**config.mk**
```make
export PLATFORM = sky130hd
export DESIGN_NAME = adcs_flags
export DESIGN_NICKNAME = d
export VERILOG_FILES = /design/src/core/adcs_pkg.sv /design/src/core/adcs_irq_if.sv /design/src/core/adcs_chan_mem.sv /design/src/core/adcs_irq.sv /design/src/core/adcs_flags.sv
export SDC_FILE = /design/constraint.sdc
export NUM_CORES = 1
export LEC_CHECK = 0
export BUFFER_PORTS_ARGS = -buffer_cell sky130_fd_sc_hd__buf_2
export CAP_MARGIN = 0
export CORE_AREA = 2 2 121 123
export DETAILED_ROUTE_END_ITERATION = 6
export DIE_AREA = 0 0 123 125
export PLACE_DENSITY = 0.7
export SYNTH_ARGS = -nofsm -noshare
export SYNTH_HDL_FRONTEND = slang
export SYNTH_SLANG_ARGS = --single-unit
```
**constraint.sdc**
```tcl
create_clock -name clk -period 3.4 [get_ports clk]
set_input_delay 0.51 -clock clk [delete_from_list [all_inputs] [get_ports clk]]
set_output_delay 0.51 -clock clk [all_outputs]
set_load 0.05 [all_outputs]
```
**src/core/adcs_pkg.sv**
```systemverilog
package adcs_pkg;

  // Bus and converter geometry.
  localparam int AW      = 8;
  localparam int NCH_DEF = 8;
  localparam int DW_DEF  = 10;
  localparam int CHW     = 3;

  // Register byte offsets.
  localparam logic [AW-1:0] OFF_CR   = 8'h00;
  localparam logic [AW-1:0] OFF_MR   = 8'h04;
  localparam logic [AW-1:0] OFF_CHER = 8'h10;
  localparam logic [AW-1:0] OFF_CHDR = 8'h14;
  localparam logic [AW-1:0] OFF_CHSR = 8'h18;
  localparam logic [AW-1:0] OFF_SR   = 8'h1C;
  localparam logic [AW-1:0] OFF_LAST_CONVERTED_DATA_REG = 8'h20;
  localparam logic [AW-1:0] OFF_ISR  = 8'h30;
  localparam logic [AW-1:0] OFF_ICR  = 8'h34;
  localparam logic [AW-1:0] OFF_IER  = 8'h38;
  localparam logic [AW-1:0] OFF_CDR0 = 8'h40;

  // Field positions.
  localparam int CR_START_BIT  = 0;
  localparam int MR_SLEEP_BIT  = 0;
  localparam int SR_CHANNEL_OVERRUN_FLAG_LSB   = 8;
  localparam int SR_DATA_READY_FLAG_BIT   = 16;
  localparam int SR_GENERAL_OVERRUN_FLAG_BIT  = 17;
  localparam int LAST_CONVERTED_DATA_REG_CHAN_LSB = 12;

  // Interrupt event bits.
  localparam int IRQ_DONE  = 0;
  localparam int IRQ_GOVR  = 1;
  localparam int IRQ_OVR   = 2;
  localparam int IRQ_SLEEP = 3;
  localparam int IRQ_W     = 4;

  // Reset values.
  localparam logic [31:0]       RST_WORD = 32'h0000_0000;
  localparam logic [IRQ_W-1:0]  RST_IRQ  = 4'h0;

  // One-hot mask of a channel index.
  function automatic logic [7:0] chan_mask(input logic [CHW-1:0] idx);
    return 8'h01 << idx;
  endfunction

endpackage

```
**src/core/adcs_irq_if.sv**
```systemverilog
`timescale 1ns/1ps
`default_nettype none
interface adcs_irq_if;
  import adcs_pkg::*;
  logic [IRQ_W-1:0] event_set;
  logic [IRQ_W-1:0] clr;
  logic             en_we;
  logic [IRQ_W-1:0] en_wdata;
  logic [IRQ_W-1:0] status;
  logic [IRQ_W-1:0] enable;
  logic             irq;

  modport flags (output event_set, clr, en_we, en_wdata, input status, enable, irq);
  modport unit  (input event_set, clr, en_we, en_wdata, output status, enable, irq);
endinterface
`default_nettype wire

```
**src/core/adcs_chan_mem.sv**
```systemverilog
`timescale 1ns/1ps
`default_nettype none
module adcs_chan_mem #(
  parameter int DEPTH = 8,
  parameter int DW    = 10
) (
  input  wire logic                     clk,
  input  wire logic                     nrst,
  input  wire logic                     we,
  input  wire logic [$clog2(DEPTH)-1:0] waddr,
  input  wire logic [DW-1:0]            wdata,
  input  wire logic [$clog2(DEPTH)-1:0] raddr,
  output var  logic [DW-1:0]            rdata
);
  import adcs_pkg::*;

  logic [DW-1:0] mem [DEPTH];

  // The array holds no reset; a word read before any conversion wrote it is undefined.
  always_ff @(posedge clk) begin
    if (we) begin
      mem[waddr] <= wdata;
    end
  end

  // Registered read port; a same-address write shows on the following read.
  always_ff @(posedge clk or negedge nrst) begin
    if (!nrst) begin
      rdata <= '0;
    end else begin
      rdata <= mem[raddr];
    end
  end
endmodule
`default_nettype wire

```
**src/core/adcs_irq.sv**
```systemverilog
`timescale 1ns/1ps
`default_nettype none
module adcs_irq (
  input  wire logic clk,
  input  wire logic nrst,
  adcs_irq_if.unit  ifc
);
  import adcs_pkg::*;

  // Sticky status: a set arriving with its clear wins, so no event is dropped.
  always_ff @(posedge clk or negedge nrst) begin
    if (!nrst) begin
      ifc.status <= RST_IRQ;
    end else begin
      ifc.status <= (ifc.status & ~ifc.clr) | ifc.event_set;
    end
  end

  // Enable register.
  always_ff @(posedge clk or negedge nrst) begin
    if (!nrst) begin
      ifc.enable <= RST_IRQ;
    end else if (ifc.en_we) begin
      ifc.enable <= ifc.en_wdata;
    end
  end

  // Level output while any enabled status bit is set.
  assign ifc.irq = |(ifc.status & ifc.enable);
endmodule
`default_nettype wire

```
**src/core/adcs_flags.sv**
```systemverilog
// Notes on behaviour
// Data-ready clears only on a last-data read, never on a channel data read.
// Last-data read meeting a conversion end sets data-ready only if data stored.
// A channel data read never blocks data-ready for another channel's new result.
// Disabling one channel never stops storing another's result or raising data-ready.
// Conversion end with data-ready set raises general overrun despite a status read.
// Status read clears general overrun unless a new overrun arrives that cycle.
// General overrun still rises when another channel's data is read that cycle.
// Conversion end with channel flag set raises its overrun, despite disables of other channels.
// Status read clears channel overruns, except one that a conversion end raises that cycle.
// Channel flag clears on its own data read or on a last-data read.
// A channel disabled during its conversion never gets its end flag raised.
// A channel data read clears only that channel's end flag.
// Sleep selected while idle takes effect at the end of the next conversion.
// Software writes sleep selection then a start command to sleep promptly.
// Reset clears every end, overrun, data-ready and general overrun flag.
// A set and a clear on one flag in one cycle resolve to set.
`timescale 1ns/1ps
`default_nettype none
module adcs_flags #(
  parameter int NCH = adcs_pkg::NCH_DEF,
  parameter int DW  = adcs_pkg::DW_DEF
) (
  input  wire logic                    clk,
  input  wire logic                    nrst,
  input  wire logic                    psel,
  input  wire logic                    penable,
  input  wire logic                    pwrite,
  input  wire logic [adcs_pkg::AW-1:0] paddr,
  input  wire logic [31:0]             pwdata,
  output var  logic [31:0]             prdata,
  output      logic                    pready,
  output      logic                    pslverr,
  input  wire logic                    conv_end,
  input  wire logic [adcs_pkg::CHW-1:0] conv_chan,
  input  wire logic [DW-1:0]           conv_data,
  output var  logic                    conv_start,
  output var  logic [NCH-1:0]          chan_enable,
  output var  logic                    sleep_active,
  output      logic                    irq
);
  import adcs_pkg::*;

  // Elaboration check: the status word packs at most eight channels.
  if (NCH < 1 || NCH > 8 || DW < 1 || DW > LAST_CONVERTED_DATA_REG_CHAN_LSB) begin : g_bad_param
    $error("adcs_flags: NCH must be 1..8 and DW 1..12");
  end

  // Flag state.
  logic [NCH-1:0] eoc;
  logic [NCH-1:0] channel_overrun_flag;
  logic           data_ready_flag;
  logic           general_overrun_flag;
  logic           mode_sleep;
  logic [DW-1:0]  last_data;
  logic [CHW-1:0] last_chan;
  logic           ack;

  // Next values.
  logic [NCH-1:0] next_eoc;
  logic [NCH-1:0] next_channel_overrun_flag;
  logic           next_data_ready_flag;
  logic           next_general_overrun_flag;
  logic [31:0]    next_prdata;

  // APB phases: every transfer spends two access cycles.
  wire access  = psel & penable;
  wire first   = access & ~ack;
  wire done    = access & ack;
  wire rd_fx   = first & ~pwrite;
  wire wr_fx   = done & pwrite;

  // Address decode.
  wire hit_cr   = (paddr == OFF_CR);
  wire hit_mr   = (paddr == OFF_MR);
  wire hit_cher = (paddr == OFF_CHER);
  wire hit_chdr = (paddr == OFF_CHDR);
  wire hit_chsr = (paddr == OFF_CHSR);
  wire hit_sr   = (paddr == OFF_SR);
  wire hit_last_converted_data_reg = (paddr == OFF_LAST_CONVERTED_DATA_REG);
  wire hit_isr  = (paddr == OFF_ISR);
  wire hit_icr  = (paddr == OFF_ICR);
  wire hit_ier  = (paddr == OFF_IER);

  // Channel data window starts at the first data offset, one word per channel.
  wire [CHW-1:0] cdr_idx  = paddr[CHW+1:2];
  wire           cdr_win  = (paddr[AW-1:CHW+2] == OFF_CDR0[AW-1:CHW+2]) && (paddr[1:0] == 2'b00);
  wire           hit_cdr  = cdr_win && (32'(cdr_idx) < NCH);
  wire           hit_any  = hit_cr | hit_mr | hit_cher | hit_chdr | hit_chsr | hit_sr |
                            hit_last_converted_data_reg | hit_isr | hit_icr | hit_ier | hit_cdr;

  // Read side effects act once, at the first access cycle, where read data is captured.
  wire rd_sr   = rd_fx & hit_sr;
  wire rd_last_converted_data_reg = rd_fx & hit_last_converted_data_reg;
  wire rd_cdr  = rd_fx & hit_cdr;

  // Channel index masks.
  wire [7:0]     cdr_mask8  = chan_mask(cdr_idx);
  wire [7:0]     conv_mask8 = chan_mask(conv_chan);
  wire [NCH-1:0] cdr_rd_mask = rd_cdr ? cdr_mask8[NCH-1:0] : '0;

  // A disable written in this cycle affects only the channels it names.
  wire [NCH-1:0] chdr_now = (wr_fx & hit_chdr) ? pwdata[NCH-1:0] : '0;
  wire [NCH-1:0] en_eff   = chan_enable & ~chdr_now;

  // A result is stored only for a channel still enabled at its end. //
  wire           conv_ok    = 32'(conv_chan) < NCH;
  wire [NCH-1:0] conv_mask  = conv_ok ? conv_mask8[NCH-1:0] : '0;
  wire           store      = conv_end & |(conv_mask & en_eff);
  wire [NCH-1:0] store_mask = store ? conv_mask : '0;
  wire [NCH-1:0] channel_overrun_flag_set   = store_mask & eoc;
  wire           general_overrun_flag_set  = store & data_ready_flag;
  wire           sleep_set  = conv_end & mode_sleep & ~sleep_active;

  // Flag next-state: each flag clears on its own read, and a set in the same cycle wins.
  always_comb begin
    next_eoc   = (eoc & ~(cdr_rd_mask | {NCH{rd_last_converted_data_reg}})) | store_mask;
    next_channel_overrun_flag  = (channel_overrun_flag & ~{NCH{rd_sr}}) | channel_overrun_flag_set;
    next_data_ready_flag  = (data_ready_flag & ~rd_last_converted_data_reg) | store;
    next_general_overrun_flag = (general_overrun_flag & ~rd_sr) | general_overrun_flag_set;
  end

  // Flag registers.
  always_ff @(posedge clk or negedge nrst) begin
    if (!nrst) begin
      eoc                  <= '0;
      channel_overrun_flag                 <= '0;
      data_ready_flag      <= 1'b0;
      general_overrun_flag <= 1'b0;
    end else begin
      eoc                  <= next_eoc;
      channel_overrun_flag                 <= next_channel_overrun_flag;
      data_ready_flag      <= next_data_ready_flag;
      general_overrun_flag <= next_general_overrun_flag;
    end
  end

  // Last converted result and its channel.
  always_ff @(posedge clk or negedge nrst) begin
    if (!nrst) begin
      last_data <= '0;
      last_chan <= '0;
    end else if (store) begin
      last_data <= conv_data;
      last_chan <= conv_chan;
    end
  end

  // Channel enables: set and clear registers, the set register decoded first.
  always_ff @(posedge clk or negedge nrst) begin
    if (!nrst) begin
      chan_enable <= '0;
    end else if (wr_fx && hit_cher) begin
      chan_enable <= chan_enable | pwdata[NCH-1:0];
    end else if (wr_fx && hit_chdr) begin
      chan_enable <= chan_enable & ~pwdata[NCH-1:0];
    end
  end

  // Mode register holds the sleep selection.
  always_ff @(posedge clk or negedge nrst) begin
    if (!nrst) begin
      mode_sleep <= RST_WORD[MR_SLEEP_BIT];
    end else if (wr_fx && hit_mr) begin
      mode_sleep <= pwdata[MR_SLEEP_BIT];
    end
  end

  // Start command is a one-cycle pulse toward the converter core.
  always_ff @(posedge clk or negedge nrst) begin
    if (!nrst) begin
      conv_start <= 1'b0;
    end else begin
      conv_start <= wr_fx & hit_cr & pwdata[CR_START_BIT];
    end
  end

  // Sleep is entered only at a conversion end, so an idle converter keeps running
  // until software starts one more conversion; a start or deselect wakes it.
  always_ff @(posedge clk or negedge nrst) begin
    if (!nrst) begin
      sleep_active <= 1'b0;
    end else if (!mode_sleep || conv_start) begin
      sleep_active <= 1'b0;
    end else if (sleep_set) begin
      sleep_active <= 1'b1;
    end
  end

  // Channel result memory, read through a register.
  logic [DW-1:0] cdr_rdata;

  adcs_chan_mem #(
    .DEPTH (8),
    .DW    (DW)
  ) u_mem (
    .clk   (clk),
    .nrst  (nrst),
    .we    (store),
    .waddr (conv_chan),
    .wdata (conv_data),
    .raddr (cdr_idx),
    .rdata (cdr_rdata)
  );

  // Interrupt unit.
  adcs_irq_if irq_ifc ();

  assign irq_ifc.event_set[IRQ_DONE]  = store;
  assign irq_ifc.event_set[IRQ_GOVR]  = general_overrun_flag_set;
  assign irq_ifc.event_set[IRQ_OVR]   = |channel_overrun_flag_set;
  assign irq_ifc.event_set[IRQ_SLEEP] = sleep_set;
  assign irq_ifc.clr      = (wr_fx & hit_icr) ? pwdata[IRQ_W-1:0] : '0;
  assign irq_ifc.en_we    = wr_fx & hit_ier;
  assign irq_ifc.en_wdata = pwdata[IRQ_W-1:0];
  assign irq              = irq_ifc.irq;

  adcs_irq u_irq (
    .clk  (clk),
    .nrst (nrst),
    .ifc  (irq_ifc.unit)
  );

  // Read data mux; write-only and unmapped offsets read as zero.
  always_comb begin
    next_prdata = RST_WORD;
    if (hit_mr) begin
      next_prdata[MR_SLEEP_BIT] = mode_sleep;
    end else if (hit_chsr) begin
      next_prdata[NCH-1:0] = chan_enable;
    end else if (hit_sr) begin
      next_prdata[NCH-1:0]                        = eoc;
      next_prdata[SR_CHANNEL_OVERRUN_FLAG_LSB +: NCH]             = channel_overrun_flag;
      next_prdata[SR_DATA_READY_FLAG_BIT]                    = data_ready_flag;
      next_prdata[SR_GENERAL_OVERRUN_FLAG_BIT]                   = general_overrun_flag;
    end else if (hit_last_converted_data_reg) begin
      next_prdata[DW-1:0]                         = last_data;
      next_prdata[LAST_CONVERTED_DATA_REG_CHAN_LSB +: CHW]           = last_chan;
    end else if (hit_isr) begin
      next_prdata[IRQ_W-1:0] = irq_ifc.status;
    end else if (hit_ier) begin
      next_prdata[IRQ_W-1:0] = irq_ifc.enable;
    end else if (hit_cdr) begin
      next_prdata[DW-1:0] = cdr_rdata;
    end
  end

  // The extra access cycle exists because read data is registered at the first access cycle and presented in the second.
  always_ff @(posedge clk or negedge nrst) begin
    if (!nrst) begin
      ack <= 1'b0;
    end else begin
      ack <= first;
    end
  end

  // Read data is captured in the same cycle its side effects act, so a status or last-data value
  // software sees is exactly the one that was cleared; channel data comes through the memory read register, one cycle older.
  always_ff @(posedge clk or negedge nrst) begin
    if (!nrst) begin
      prdata <= RST_WORD;
    end else if (rd_fx) begin
      prdata <= next_prdata;
    end
  end

  // Handshake outputs.
  assign pready  = done;
  assign pslverr = done & ~hit_any;
endmodule
`default_nettype wire

```
==> metrics <==
Post-CTS Setup Bufs=0; First-pass DRT Iterations=5; RSZ-0062 raised after global routing=false; final wirelength=15,750 microns; Tot GR Track Use=0.2193; Worst setup EP type=flop; Leak=0.003250 uW; hold-fix buffers at CTS=0; vias in the first global route=4,543; # clock sinks=159; Worst R2R Path Depth=6; ys flop type=edfxtp_1; Port Buf Inserts=65; layout cells sized above 1=0.2862; Final setup viols=0; FF+latch count, synth=159; syn avg cell area=13.92 sq um; share of Yosys cell area claimed by the top area cell type=0.3494; commonest non-fill, non-tap cells in the layout=80 x edfxtp_1, 79 x dfrtp_1, 69 x nand2_1, 64 x buf_2, 27 x buf_4; maximum vdd ir drop=0.3511 mV; slew margin rel.=0.2108; Placement Cell Area=0.007476 sq mm; register area share after synthesis=0.6369; Critical R2R Launch=ack$_DFF_PN0_; path type of the worst min-delay path=in2async; Root Driver=clkbuf_16; Critical Path Max Stage Delay=0.88 ns; Worst-path clk slew=0.06 ns; CP cell instances=nand4_1 > nor4_1 > o22ai_1 > o21ai_0 > buf_4 > nor2_1; GP Congestion=0.8682; Initial Utilization=0.4841; die width=123 microns; RR Endpoint=u_mem.mem[5][1]$_DFFE_PP_; non-filler cells, final=778; # fillers=1,163; die area=0.01538 sq mm; Max-Cap Viols=0; crit path DAT=2.81 ns; Tmin final=2.772 ns; Required @ worst endpoint=between 3 and 4 ns; core area=0.01420 sq mm; Synth Instances=494; clk buf depth=2; Final Cell Area=0.008054 sq mm; final hold violations=0; final setup TNS=0 ns; most common cell after layout, fill and taps aside=edfxtp_1; Via-to-Cell Ratio=5.895; start point of the critical path=ack$_DFF_PN0_; Final Power=between 4000 and 5000 uW; Slew @ Worst Pin=1.179 ns; Critical Path Source Type=flop; cts repair resizes=0; diode count=0; H-tree Lvls=4; detailed placement HPWL=10,630 microns; Die Ht=125 microns; fin. max-slew vios=0; vias=4,586; f_max=360.8 MHz; DRC Markers=0; initial drt markers=approximately 350; period utilization=0.8153; Reg2Reg Setup Slack=0.63 ns; global route total overflow=0; Area Overhead vs Synth=17.14%; CTS tree=built; mapped cell area=0.006875 sq mm; Final Net Count=640; Pwr Density=561.0 mW/mm^2; synth top area cells=edfxtp_1 35%, dfrtp_1 29%, mux4_2 6.9%; first-pass GRT wire length=25,010 microns; critical path type=reg2reg; asr flop ratio synth=0.4969; Post-synth EDFFs=80; Yosys Warn Count=0; I/O pin count=~100; largest net degree at the start of global routing=80; critical path's slowest cell=nor2_1; outcome=finished clean; ANT nets after route=0; antenna violations before repair=0; total CTS buffers=17; row count=44; # placed instances=746; largest area contributor in the netlist=edfxtp_1; Yosys cell types=57; Clock Latency Late Sink=0.43 ns; wire length per cell=20.24 microns; Worst Skew=slightly below 0.008 ns; crit path max fanout=10
==> final cells by class <==
type | instances | area (sq um) | area share
multi-input combinational | 305 | 2317 | 0.2877
tap | 184 | 230.2 | 0.02858
clock inverter | 8 | 77.57 | 0.009632
timing repair buffer | 91 | 523.0 | 0.06494
sequential | 159 | 4379 | 0.5437
inverter | 7 | 26.28 | 0.003262
clock buffer | 24 | 500.5 | 0.06214
==> critical path: cells and delay by family, from the launching register on <==
| family | cells | cell delay, ns |
|---|---|---|
| AOI/OAI and AO/OA | 2 | 0.50 |
| buffers and inverters | 1 | 0.18 |
| DFF | 1 | 0.42 |
| and+or+nand+nor | 3 | 1.29 |
==> registers in the layout, indices dropped and copies added (netlist names), named ones only <==
signal and count:
last_data 10, ack 1, prdata 18, eoc 8
last_chan 3, mode_sleep 1, u_irq.ifc.enable 4, sleep_active 1
u_mem.rdata 10, channel_overrun_flag 8, data_ready_flag 1, u_irq.ifc.status 4
general_overrun_flag 1, u_mem.mem 80, conv_start 1
==> per-layer routing <==
metal,track usage,vias up,part of all wire
met5,0,-,0
met4,0.08824,0,0.023
met3,0.05657,23,0.061
met2,0.3435,189,0.48
met1,0.2930,2316,0.44
li1,-,2058,-
==> cells by family after synthesis <==
kind of cell / count (synthesis) / synth area share
flops: 159 / 0.6369
simple gates: 152 / 0.1110
compound gates: 94 / 0.1085
mux: 44 / 0.1077
buf+inv: 43 / 0.03385
fa+ha+maj: 1 / 0.001456
other cells: 1 / 0.0005454
==> synthesized netlist by cell type, types with 7 or more instances <==
library cell,number
o21ai_0,19
nand2b_1,7
nand2_1,69
edfxtp_1,80
buf_4,14
nor2_1,20
dfrtp_1,79
mux2_2,18
clkbuf_1,17
nor4_1,7
a22o_1,11
nor3_1,7
inv_1,7
mux4_2,21
a22oi_1,8
a32o_1,12
==> worst max path at each step <==
stage / to / slack [ns] / cells past startpoint
final: u_mem.mem[5][1]$_DFFE_PP_ / 0.63 / 6
after global routing: u_mem.mem[5][0]$_DFFE_PP_ / 0.44 / 6
after CTS: u_mem.mem[5][1]$_DFFE_PP_ / 0.61 / 6
after detailed placement: u_mem.mem[2][8]$_DFFE_PP_ / 0.32 / 6
after global placement: u_mem.mem[2][6]$_DFFE_PP_ / 0.37 / 6
after floorplan: u_mem.mem[1][0]$_DFFE_PP_ / 0.57 / 6
==> stage by stage <==
stage / setup WS [ns] / util / hold slack [ns]
floorplan: 0.5699 / - / 0.2144
global placement: 0.3695 / 0.5263 / 0.4199
detailed placement: 0.3183 / 0.5263 / 0.4264
CTS: 0.6134 / 0.5670 / 0.2718
global route: 0.4384 / 0.5670 / 0.3188
finish: 0.6281 / 0.5670 / 0.2375
==> where the power goes <==
group	leakage (uW)	switching, uW	total, uW	internal (uW)
Clock	0.000291	733	1840	1110
Combinational	0.00126	285	451	166
Sequential	0.00170	84.1	2230	2140
Note: power is estimated with default switching activity, not from simulation.
